File: src/cpe_consts.vh
`ifndef CPE_CONSTS_VH
`define CPE_CONSTS_VH
// ==========================================
// register byte offsets
`define CPE_REG_CONTROL0    8'h00
`define CPE_REG_CONTROL1    8'h04
`define CPE_REG_RISE_EN     8'h08
`define CPE_REG_FALL_EN     8'h0C
`define CPE_REG_RISE_EDGE   8'h10
`define CPE_REG_FALL_EDGE   8'h14
`define CPE_REG_STEERING    8'h18
`define CPE_REG_RISE_DB     8'h1C
`define CPE_REG_FALL_DB     8'h20
`define CPE_REG_STATUS      8'h24
// ==========================================
// field positions
`define CPE_CTL0_EN         0
`define CPE_CTL0_MODE_LSB   1
`define CPE_CTL0_CS_LSB     4
`define CPE_CTL1_RDB        0
`define CPE_CTL1_FDB        1
`define CPE_CTL1_POL_LSB    4
// ==========================================
// reset values
`define CPE_RST_BYTE        8'h00
`define CPE_RST_COUNT       6'h00
// ==========================================
// operating modes
`define CPE_MD_STEER        3'h0
`define CPE_MD_SYNC_STEER   3'h1
`define CPE_MD_FWD          3'h2
`define CPE_MD_REV          3'h3
`define CPE_MD_HALF         3'h4
`define CPE_MD_PUSH_PULL    3'h5
// ==========================================
// reference clock select
`define CPE_CS_SYS          2'h0
`define CPE_CS_INSTR        2'h1
`define CPE_CS_OSC          2'h2
// ==========================================
// shutdown override codes
`define CPE_OVR_INACTIVE    2'h0
`define CPE_OVR_HIZ         2'h1
`define CPE_OVR_LOW         2'h2
`define CPE_OVR_HIGH        2'h3
// ==========================================
// timing
`define CPE_CLK_PERIOD_NS   10
`define CPE_CHAIN_ELEM_NS   5
// ==========================================
// bus responses
`define CPE_RESP_OKAY       2'h0
`define CPE_RESP_SLVERR     2'h2
`endif

File: src/cpe_event_in.v
`timescale 1ns/1ps
module cpe_event_in (
	input  wire       aclk,
	input  wire       aresetn,
	input  wire [7:0] sources,
	input  wire [7:0] enables,
	input  wire [7:0] edge_modes,
	input  wire       blank,
	output wire       fire
);
	reg  [7:0] src_d;
	reg        comb_d;
	wire [7:0] hit;
	wire       comb;
	genvar     i;

	// ==========================================
	// per-source sensing
	generate
		for (i = 0; i < 8; i = i + 1)
		begin : g_src
			assign hit[i] = enables[i] & (edge_modes[i] ?
				(sources[i] & ~src_d[i]) : sources[i]);
		end
	endgenerate

	assign comb = (|hit) & ~blank;
	assign fire = comb & ~comb_d;

	always @(posedge aclk)
	begin
		if (!aresetn)
		begin
			src_d  <= 8'h00;
			comb_d <= 1'b0;
		end
		else
		begin
			src_d  <= sources;
			comb_d <= comb;
		end
	end
endmodule

File: src/cpe_deadband.v
`timescale 1ns/1ps
`include "cpe_consts.vh"
module cpe_deadband (
	input  wire       aclk,
	input  wire       aresetn,
	input  wire       start,
	input  wire       abort,
	input  wire [5:0] count,
	input  wire       use_counter,
	input  wire       ref_tick,
	output reg        busy,
	output wire       done
);
	reg  [8:0]  cnt;
	reg  [8:0]  target;
	reg         by_ref;
	wire        zero;
	wire        inc;
	wire        finish;
	wire [31:0] chain_t;

	// ==========================================
	// delay chain emulated in whole clock cycles
	assign chain_t = ({26'h0, count} * `CPE_CHAIN_ELEM_NS
		+ `CPE_CLK_PERIOD_NS - 1) / `CPE_CLK_PERIOD_NS;
	assign zero   = (count == 6'h00);
	assign inc    = busy & (by_ref ? ref_tick : 1'b1);
	assign finish = inc & ((cnt + 9'h001) == target);
	assign done   = (start & zero) | (finish & ~abort & ~start);

	always @(posedge aclk)
	begin
		if (!aresetn)
		begin
			busy   <= 1'b0;
			cnt    <= 9'h000;
			target <= 9'h000;
			by_ref <= 1'b0;
		end
		else if (start)
		begin
			busy   <= ~zero;
			cnt    <= 9'h000;
			target <= use_counter ? {3'h0, count} : chain_t[8:0];
			by_ref <= use_counter;
		end
		else if (abort || finish)
			busy <= 1'b0;
		else if (inc)
			cnt <= cnt + 9'h001;
	end
endmodule

File: src/cpe_top.v
`timescale 1ns/1ps
`include "cpe_consts.vh"
// What this block does
// reference tick from system clock, clock/4 or internal osc tick
// counter-mode dead-band and blanking/phase neighbours time from the reference tick
// per-source enable bits; enabled sources ORed per category
// per-source mode bit, one means edge, zero means level
// software should use edge for periodic, level for threshold sources
// rising combined-event edge starts active period, immediate at zero
// rise clears complementary, starts blanking and dead-band, sets primary
// fall clears primary, starts blanking and dead-band, sets complementary
// falling combined-event edge ends active period, immediate at zero
// disabled or just enabled: primary inactive, complementary active
// output is static data, shutdown override, inactive or active PWM
// no output enables; all four outputs offered to every pin
// per-output polarity; among overrides only inactive state obeys it
// dead time only in half-bridge and full-bridge direction change
// rising and falling timers each pick delay chain or counter
// half-bridge delays A/C by rise time, B/D by fall time
// full-bridge delays modulated output on direction change
// chain mode delays count elements of five ns, zero disables
// counter mode counts reference ticks to the count, zero disables
// counter mode may vary a tick on async inputs; chain avoids it
// rise dead-band holds off primary, fall dead-band complementary
// overlapping opposite event aborts running dead-band and starts its own
// three-bit mode field decodes the six operating modes
module cpe_top (
	input  wire        aclk,
	input  wire        aresetn,
	input  wire [7:0]  s_axi_awaddr,
	input  wire        s_axi_awvalid,
	output wire        s_axi_awready,
	input  wire [31:0] s_axi_wdata,
	input  wire [3:0]  s_axi_wstrb,
	input  wire        s_axi_wvalid,
	output wire        s_axi_wready,
	output reg  [1:0]  s_axi_bresp,
	output reg         s_axi_bvalid,
	input  wire        s_axi_bready,
	input  wire [7:0]  s_axi_araddr,
	input  wire        s_axi_arvalid,
	output wire        s_axi_arready,
	output reg  [31:0] s_axi_rdata,
	output reg  [1:0]  s_axi_rresp,
	output reg         s_axi_rvalid,
	input  wire        s_axi_rready,
	input  wire [7:0]  rise_sources,
	input  wire [7:0]  fall_sources,
	input  wire        internal_fast_osc,
	input  wire        blank_rise_inputs,
	input  wire        blank_fall_inputs,
	input  wire        rise_phase_fire,
	input  wire        fall_phase_fire,
	input  wire        shutdown_active,
	input  wire [1:0]  override_ac,
	input  wire [1:0]  override_bd,
	output wire        out_a,
	output wire        out_b,
	output wire        out_c,
	output wire        out_d,
	output reg  [3:0]  out_hiz,
	output reg         gen_ref_clock,
	output reg         rise_event_pulse,
	output reg         fall_event_pulse,
	output reg         start_fall_blanking,
	output reg         start_rise_blanking
);
	reg  [5:0]  gen_control0;
	reg  [7:0]  gen_control1;
	reg  [7:0]  rise_source_enables;
	reg  [7:0]  fall_source_enables;
	reg  [7:0]  rise_source_edge_modes;
	reg  [7:0]  fall_source_edge_modes;
	reg  [7:0]  steering_bits;
	reg  [5:0]  rise_deadband_count;
	reg  [5:0]  fall_deadband_count;
	reg         aw_hold;
	reg         w_hold;
	reg  [7:0]  wr_addr;
	reg  [31:0] wr_data;
	reg  [3:0]  wr_strb;
	reg  [31:0] next_rdata;
	reg  [1:0]  next_rresp;
	reg  [1:0]  div;
	reg         ref_tick;
	reg         prim;
	reg         comp;
	reg         last_dir;
	reg         have_dir;
	reg         pp_phase;
	reg  [3:0]  steer_eff;
	reg  [3:0]  out_q;
	reg  [3:0]  pwm;
	wire        gen_enable_bit;
	wire [2:0]  operating_mode_field;
	wire [1:0]  ref_clock_select;
	wire [3:0]  polarity;
	wire        half;
	wire        full;
	wire        steered;
	wire        rise_raw;
	wire        fall_raw;
	wire        rise_go;
	wire        fall_go;
	wire        rdb_busy;
	wire        rdb_done;
	wire        fdb_busy;
	wire        fdb_done;
	wire        dir_busy;
	wire        dir_change;
	wire        dir_hold;
	wire [3:0]  inact;
	wire [3:0]  steer_use;
	wire [3:0]  next_out;
	wire [3:0]  next_hiz;
	genvar      i;

	assign gen_enable_bit       = gen_control0[`CPE_CTL0_EN];
	assign operating_mode_field = gen_control0[`CPE_CTL0_MODE_LSB +: 3];
	assign ref_clock_select     = gen_control0[`CPE_CTL0_CS_LSB +: 2];
	assign polarity             = gen_control1[`CPE_CTL1_POL_LSB +: 4];

	// ==========================================
	// mode decode
	assign half    = (operating_mode_field == `CPE_MD_HALF);
	assign full    = (operating_mode_field == `CPE_MD_FWD) ||
		(operating_mode_field == `CPE_MD_REV);
	assign steered = (operating_mode_field == `CPE_MD_STEER) ||
		(operating_mode_field == `CPE_MD_SYNC_STEER);

	// ==========================================
	// reference tick
	always @*
	begin
		case (ref_clock_select)
			`CPE_CS_SYS:   ref_tick = 1'b1;
			`CPE_CS_INSTR: ref_tick = (div == 2'h3);
			default:       ref_tick = internal_fast_osc;
		endcase
	end

	// ==========================================
	// event inputs
	cpe_event_in u_rise (
		.aclk       (aclk),
		.aresetn    (aresetn),
		.sources    (rise_sources),
		.enables    (rise_source_enables),
		.edge_modes (rise_source_edge_modes),
		.blank      (blank_rise_inputs),
		.fire       (rise_raw)
	);

	cpe_event_in u_fall (
		.aclk       (aclk),
		.aresetn    (aresetn),
		.sources    (fall_sources),
		.enables    (fall_source_enables),
		.edge_modes (fall_source_edge_modes),
		.blank      (blank_fall_inputs),
		.fire       (fall_raw)
	);

	assign rise_go = rise_phase_fire & gen_enable_bit;
	assign fall_go = fall_phase_fire & gen_enable_bit;

	// ==========================================
	// dead-band timers
	cpe_deadband u_rdb (
		.aclk        (aclk),
		.aresetn     (aresetn),
		.start       (rise_go & ~fall_go),
		.abort       (fall_go),
		.count       (half ? rise_deadband_count : 6'h00),
		.use_counter (gen_control1[`CPE_CTL1_RDB]),
		.ref_tick    (ref_tick),
		.busy        (rdb_busy),
		.done        (rdb_done)
	);

	cpe_deadband u_fdb (
		.aclk        (aclk),
		.aresetn     (aresetn),
		.start       (fall_go),
		.abort       (rise_go & ~fall_go),
		.count       (half ? fall_deadband_count : 6'h00),
		.use_counter (gen_control1[`CPE_CTL1_FDB]),
		.ref_tick    (ref_tick),
		.busy        (fdb_busy),
		.done        (fdb_done)
	);

	assign dir_change = gen_enable_bit & full & have_dir &
		(operating_mode_field[0] != last_dir);
	assign dir_hold   = dir_busy | dir_change;

	cpe_deadband u_dir (
		.aclk        (aclk),
		.aresetn     (aresetn),
		.start       (dir_change),
		.abort       (~gen_enable_bit),
		.count       (operating_mode_field[0] ? fall_deadband_count :
			rise_deadband_count),
		.use_counter (operating_mode_field[0] ?
			gen_control1[`CPE_CTL1_FDB] : gen_control1[`CPE_CTL1_RDB]),
		.ref_tick    (ref_tick),
		.busy        (dir_busy),
		.done        ()
	);

	// ==========================================
	// drive state
	always @(posedge aclk)
	begin
		if (!aresetn)
		begin
			div                 <= 2'h0;
			gen_ref_clock       <= 1'b0;
			rise_event_pulse    <= 1'b0;
			fall_event_pulse    <= 1'b0;
			start_fall_blanking <= 1'b0;
			start_rise_blanking <= 1'b0;
			last_dir            <= 1'b0;
			have_dir            <= 1'b0;
		end
		else
		begin
			div                 <= div + 2'h1;
			gen_ref_clock       <= ref_tick;
			rise_event_pulse    <= rise_raw & gen_enable_bit;
			fall_event_pulse    <= fall_raw & gen_enable_bit;
			start_fall_blanking <= rise_go;
			start_rise_blanking <= fall_go;
			last_dir            <= operating_mode_field[0];
			have_dir            <= full & gen_enable_bit;
		end
	end

	always @(posedge aclk)
	begin
		if (!aresetn || !gen_enable_bit)
		begin
			prim     <= 1'b0;
			comp     <= 1'b1;
			pp_phase <= 1'b0;
		end
		else
		begin
			if (fall_go)
				prim <= 1'b0;
			else if (rdb_done)
				prim <= 1'b1;
			if (rise_go && !fall_go)
				comp <= 1'b0;
			else if (fdb_done)
				comp <= 1'b1;
			if (rise_go && operating_mode_field == `CPE_MD_PUSH_PULL)
				pp_phase <= ~pp_phase;
		end
	end

	always @(posedge aclk)
	begin
		if (!aresetn)
			steer_eff <= 4'h0;
		else if (operating_mode_field != `CPE_MD_SYNC_STEER || rise_go)
			steer_eff <= steering_bits[3:0];
	end

	// ==========================================
	// output composition
	always @*
	begin
		case (operating_mode_field)
			`CPE_MD_STEER,
			`CPE_MD_SYNC_STEER: pwm = {4{prim}};
			`CPE_MD_FWD:        pwm = {prim & ~dir_hold, 2'b00, 1'b1};
			`CPE_MD_REV:        pwm = {2'b01, prim & ~dir_hold, 1'b0};
			`CPE_MD_HALF:       pwm = {comp, prim, comp, prim};
			`CPE_MD_PUSH_PULL:  pwm = pp_phase ? {prim, 1'b0, prim, 1'b0} :
				{1'b0, prim, 1'b0, prim};
			default:            pwm = 4'h0;
		endcase
	end

	assign inact     = half ? 4'b1010 : 4'b0000;
	assign steer_use = steered ? steer_eff : 4'hF;

	generate
		for (i = 0; i < 4; i = i + 1)
		begin : g_out
			wire [1:0] ovr;
			assign ovr = (i % 2 == 0) ? override_ac : override_bd;
			assign next_out[i] = !steer_use[i] ? steering_bits[4 + i] :
				shutdown_active ?
				((ovr == `CPE_OVR_INACTIVE) ? inact[i] ^ polarity[i] :
				(ovr == `CPE_OVR_HIGH)) :
				!gen_enable_bit ? inact[i] ^ polarity[i] :
				pwm[i] ^ polarity[i];
			assign next_hiz[i] = steer_use[i] & shutdown_active &
				(ovr == `CPE_OVR_HIZ);
		end
	endgenerate

	always @(posedge aclk)
	begin
		if (!aresetn)
		begin
			out_q   <= 4'h0;
			out_hiz <= 4'h0;
		end
		else
		begin
			out_q   <= next_out;
			out_hiz <= next_hiz;
		end
	end

	assign out_a = out_q[0];
	assign out_b = out_q[1];
	assign out_c = out_q[2];
	assign out_d = out_q[3];

	// ==========================================
	// register bus
	assign s_axi_awready = ~aw_hold & ~s_axi_bvalid;
	assign s_axi_wready  = ~w_hold & ~s_axi_bvalid;
	assign s_axi_arready = ~s_axi_rvalid;

	always @(posedge aclk)
	begin
		if (!aresetn)
		begin
			aw_hold                <= 1'b0;
			w_hold                 <= 1'b0;
			wr_addr                <= 8'h00;
			wr_data                <= 32'h00000000;
			wr_strb                <= 4'h0;
			s_axi_bvalid           <= 1'b0;
			s_axi_bresp            <= `CPE_RESP_OKAY;
			gen_control0           <= 6'h00;
			gen_control1           <= `CPE_RST_BYTE;
			rise_source_enables    <= `CPE_RST_BYTE;
			fall_source_enables    <= `CPE_RST_BYTE;
			rise_source_edge_modes <= `CPE_RST_BYTE;
			fall_source_edge_modes <= `CPE_RST_BYTE;
			steering_bits          <= `CPE_RST_BYTE;
			rise_deadband_count    <= `CPE_RST_COUNT;
			fall_deadband_count    <= `CPE_RST_COUNT;
		end
		else
		begin
			if (s_axi_awvalid && s_axi_awready)
			begin
				aw_hold <= 1'b1;
				wr_addr <= s_axi_awaddr;
			end
			if (s_axi_wvalid && s_axi_wready)
			begin
				w_hold  <= 1'b1;
				wr_data <= s_axi_wdata;
				wr_strb <= s_axi_wstrb;
			end
			if (s_axi_bvalid && s_axi_bready)
				s_axi_bvalid <= 1'b0;
			if (aw_hold && w_hold && !s_axi_bvalid)
			begin
				aw_hold      <= 1'b0;
				w_hold       <= 1'b0;
				s_axi_bvalid <= 1'b1;
				s_axi_bresp  <= `CPE_RESP_OKAY;
				if (wr_strb[0])
				begin
					case (wr_addr)
						`CPE_REG_CONTROL0:  gen_control0 <= wr_data[5:0];
						`CPE_REG_CONTROL1:  gen_control1 <= wr_data[7:0];
						`CPE_REG_RISE_EN:   rise_source_enables <= wr_data[7:0];
						`CPE_REG_FALL_EN:   fall_source_enables <= wr_data[7:0];
						`CPE_REG_RISE_EDGE: rise_source_edge_modes <= wr_data[7:0];
						`CPE_REG_FALL_EDGE: fall_source_edge_modes <= wr_data[7:0];
						`CPE_REG_STEERING:  steering_bits <= wr_data[7:0];
						`CPE_REG_RISE_DB:   rise_deadband_count <= wr_data[5:0];
						`CPE_REG_FALL_DB:   fall_deadband_count <= wr_data[5:0];
						`CPE_REG_STATUS:    ;
						default:            s_axi_bresp <= `CPE_RESP_SLVERR;
					endcase
				end
				else if (wr_addr > `CPE_REG_STATUS || wr_addr[1:0] != 2'h0)
					s_axi_bresp <= `CPE_RESP_SLVERR;
			end
		end
	end

	always @*
	begin
		next_rresp = `CPE_RESP_OKAY;
		case (s_axi_araddr)
			`CPE_REG_CONTROL0:  next_rdata = {26'h0, gen_control0};
			`CPE_REG_CONTROL1:  next_rdata = {24'h0, gen_control1};
			`CPE_REG_RISE_EN:   next_rdata = {24'h0, rise_source_enables};
			`CPE_REG_FALL_EN:   next_rdata = {24'h0, fall_source_enables};
			`CPE_REG_RISE_EDGE: next_rdata = {24'h0, rise_source_edge_modes};
			`CPE_REG_FALL_EDGE: next_rdata = {24'h0, fall_source_edge_modes};
			`CPE_REG_STEERING:  next_rdata = {24'h0, steering_bits};
			`CPE_REG_RISE_DB:   next_rdata = {26'h0, rise_deadband_count};
			`CPE_REG_FALL_DB:   next_rdata = {26'h0, fall_deadband_count};
			`CPE_REG_STATUS:    next_rdata = {22'h0, pp_phase, dir_busy,
				rdb_busy, fdb_busy, comp, prim, out_q};
			default:
			begin
				next_rdata = 32'h00000000;
				next_rresp = `CPE_RESP_SLVERR;
			end
		endcase
	end

	always @(posedge aclk)
	begin
		if (!aresetn)
		begin
			s_axi_rvalid <= 1'b0;
			s_axi_rdata  <= 32'h00000000;
			s_axi_rresp  <= `CPE_RESP_OKAY;
		end
		else if (s_axi_arvalid && s_axi_arready)
		begin
			s_axi_rvalid <= 1'b1;
			s_axi_rdata  <= next_rdata;
			s_axi_rresp  <= next_rresp;
		end
		else if (s_axi_rvalid && s_axi_rready)
			s_axi_rvalid <= 1'b0;
	end
endmodule

File: config.mk
export PLATFORM = sky130hd
export DESIGN_NAME = cpe_top
export DESIGN_NICKNAME = d
export VERILOG_FILES = /design/src/cpe_event_in.v /design/src/cpe_deadband.v /design/src/cpe_top.v
export VERILOG_INCLUDE_DIRS = /design/src /design/src/src
export SDC_FILE = /design/constraint.sdc
export NUM_CORES = 1
export LEC_CHECK = 0
export BUFFER_PORTS_ARGS = -buffer_cell sky130_fd_sc_hd__buf_2
export CAP_MARGIN = 20
export CORE_MARGIN = 1
export CORE_UTILIZATION = 60
export CTS_BUF_LIST = sky130_fd_sc_hd__clkbuf_8
export DETAILED_ROUTE_END_ITERATION = 8
export HOLD_SLACK_MARGIN = 0.08
export PLACE_DENSITY = 0.81
export SETUP_SLACK_MARGIN = 0.3
export SLEW_MARGIN = 20
export SYNTH_ARGS = -nofsm -noshare
export SYNTH_HDL_FRONTEND = slang
export SYNTH_SLANG_ARGS = --single-unit
File: constraint.sdc
create_clock -name aclk -period 10.55 [get_ports aclk]
set_input_delay 2.11 -clock aclk [delete_from_list [all_inputs] [get_ports aclk]]
set_output_delay 2.11 -clock aclk [all_outputs]
set_load 0.05 [all_outputs]
==> results.txt <==
* Outcome: complete, but fails checks
* Violated checks: design-rule violations
- Number of I/O port buffers: 87
- Avg Synthesized Cell Area: 7.88 um2
* Number of nets at the end of the flow: 1908
* Total number of vias: 13000
* Max transition margin: 26.6%
- Across the routed clock network, the largest skew measured is 0.0314 ns.
- Count of hold-fix buffers inserted at cts: 0
* Worst min-delay path category: reg2reg
- Total clock sinks: 201
- Antenna violations before repair: 1
* Post-layout min period: 7.57 ns
- Number of optimization iterations in the first detailed-route pass: 8
- After clock tree synthesis, the setup repair step added 0 buffers.
* Maximum number of pins on one net before global-route repair: 64
* First-pass GRT wire length: 60.5 mm
- STA classifies the critical path endpoint as a flop.
- Leaving out fill and tap cells, the most frequent cell in the layout is nor2_1.
* Starting density of the core: 61.7%
* Mapped Area: 13600 um2
- The filler cells instantiated in the layout total 1856.
- Counting flops with an async set or reset pin after synthesis yields a share of 0%.
- H-tree depth: 2
* TritonCTS Buffers: 34
- The die is 152 um wide.
* Total length of routed wires: 36.6 mm
- Peak Freq: 132 MHz
- In this run the remaining antenna-violating nets after routing total 0.
* Final number of setup-violating endpoints: 0
- Worst skew pair latency: 0.53 ns
* Kind of start point of the critical path: flop
- Layout area overhead: 8.03%
- Fraction of the cycle the final worst path needs: 71.7%
- The via count of the first global-routing pass came to 12200.
* Category of the most critical setup path: reg2reg
- The first routing iteration left 1235 violations.
- Sequential share of the synthesized area: 29.7%
* Peak supply drop: 63.0 uV
* Data required time at the worst endpoint: 11.01 ns
* Crit path DAT: 8.02 ns
- The library cells used most frequently in the layout, excluding fill and tap cells, are nor2_1, dfxtp_1, nand2_1.
- Actual slew at the worst max-slew pin: 1.07 ns
- The number of failing hold endpoints at the final stage came to 0.
- Routability-driven placement finished with a final weighted congestion of 0.895.
- Dominant register cell in the synthesized netlist: dfxtp_1
- Die area: 23200 um2
- Setup repair after global routing missed its margin: no
* Final TNS setup: 0 ns
- The floorplan has 54 rows.
- Max-cap violations in this run came to 0.
- Area of the core region: 22000 um2
- The analysis attributes to cell leakage a power of 6.19 nW.
- Power per unit of standard cell area: 106 nW/um2
- CTS placed an instance of clkbuf_8 at the clock tree root.
* Overall track demand over capacity in global routing: 31.1%
* CTS tree: built
* Proportion of layout cells with a drive suffix above 1: 10.8%
* Pins Over Slew Limit: 0
- After technology mapping, the gate count stands at 1719.
* Count of yosys warnings during synthesis: 0
- Register bit total from synthesis: 201
* DR DRC count: 10
- Total grt overflow: 0
* Clock transition at the registers of the reported paths: 0.07 ns
- Number of different library cells in the post-synthesis netlist: 97
- Measured along the y axis, the die boundary spans 152 um.
- Drt via density: 6.28
- Half-perimeter wire length of the detailed placement result: 26.3 mm
* Mean routed wirelength per cell: 17.7 um
- In this run, synthesis inferred 0 flip-flops with an integrated enable.
- Bufs on Longest Clock Path: 3
- The design draws 1.56 mW.
- 139 I/O pins were placed.
- In this run the worst path has a maximum fanout of 18.
* Count of cells resized by post-cts repair: 0
[layout make-up]
cell class	instances	area, um2	share of cell area [%]
Antenna cell	1	2.50	0.0171
Clock buffer	42	578	3.95
Tap cell	280	350	2.39
Sequential cell	201	4020	27.5
Timing Repair Buffer	96	500	3.42
Clock inverter	18	88.8	0.607
Multi-Input combinational cell	1388	8930	61.0
Inverter	44	166	1.14
[cells in the mapped netlist, types with 33 or more instances]
cell | number | area share [%]
mux2i_1 | 63 | 4.7
nand3_1 | 49 | 1.8
a22oi_1 | 33 | 1.8
inv_1 | 38 | 1.1
nor2_1 | 203 | 5.6
a21oi_1 | 119 | 4.4
nand2_1 | 186 | 5.2
xor2_1 | 46 | 3.0
nor3_1 | 39 | 1.4
o21ai_0 | 67 | 2.5
xnor2_1 | 72 | 4.7
ha_1 | 55 | 5.1
clkbuf_1 | 72 | 2.0
and2_1 | 41 | 1.9
dfxtp_1 | 201 | 30
[registers in the layout (all words and copies together), names as in the netlist, 8 cells and up]
signal and count:
fall_source_edge_modes 8, fall_source_enables 8, gen_control1 8, rise_source_edge_modes 8, rise_source_enables 8, s_axi_rdata 10, steering_bits 8, u_dir.cnt 9
u_dir.target 9, u_fall.src_d 8, u_fdb.cnt 9, u_fdb.target 9, u_rdb.cnt 9, u_rdb.target 9, u_rise.src_d 8, wr_addr 8
wr_data 8
[worst paths after layout]
kind / slack, ns / cells after the start / end / from
max: 2.98 / 26 / u_fdb.target[0] / gen_control0[1]
min: 0.40 / 1 / fall_event_pulse / u_fall.comb_d
min reg2reg: 0.40 / 1 / fall_event_pulse / u_fall.comb_d
max reg2reg: 2.98 / 26 / u_fdb.target[0] / gen_control0[1]
[power breakdown]
| part | internal (mW) | total, mW | switching, mW | leakage [nW] |
|---|---|---|---|---|
| Combinational | 0.0215 | 0.0875 | 0.0660 | 4.18 |
| Clock | 0.363 | 0.685 | 0.322 | 0.382 |
| Sequential | 0.770 | 0.784 | 0.0144 | 1.63 |
| Total | 1.15 | 1.56 | 0.402 | 6.19 |
[per-layer routing]
layer	part of all wire [%]	global-route usage, %	up-vias
met5	0	0	-
met4	2.8	11.3	0
met3	6.9	4.75	86
met2	47	52.0	485
met1	43	40.7	6124
li1	-	-	6295
[metrics by stage]
stage	util [%]	cells	setup slack, ns	hold slack (ns)	area (um2)
2_1_floorplan	-	1742	4.40	0.373	13600
3_3_place_gp	63.6	2008	3.27	0.383	14000
3_5_place_dp	63.6	2008	3.12	0.386	14000
4_1_cts	66.6	2068	3.10	0.396	14600
5_1_grt	66.7	2070	2.36	0.417	14600
6_report	66.7	2070	2.98	0.395	14600
[cell families (layout without fill, tap and decap cells)]
family | Yosys count | after routing | synth area share [%]
compound gates | 440 | 440 | 22.5
flops | 201 | 201 | 29.7
fa+ha+maj | 61 | 61 | 5.74
xor+xnor | 120 | 120 | 7.92
mux | 71 | 71 | 5.34
other cells | 1 | 25 | 0.0277
buf+inv | 153 | 200 | 5.12
simple gates | 672 | 672 | 23.7
[critical path, cell delays in order, from the launching register on]
cell and delay (ns):
dfxtp_1 0.57, nor3b_4 0.78, nand2_1 0.22, inv_1 0.17, ha_1 0.17, inv_1 0.05
fa_1 0.50, inv_1 0.09, ha_1 0.29, and2_1 0.19, a21oi_1 0.08, o211ai_1 0.53
nand2_1 0.18, nor2_1 0.15, ha_1 0.56, nand2b_1 0.28, a311oi_1 0.32, mux2i_1 0.12
o31a_1 0.11, a31oi_1 0.56, a2bb2oi_1 0.14, o211ai_1 0.29, buf_2 0.30, a311oi_1 0.10
a311oi_1 0.43, nor3_1 0.09, o211ai_1 0.18
Power figures use the tool's default switching activity.
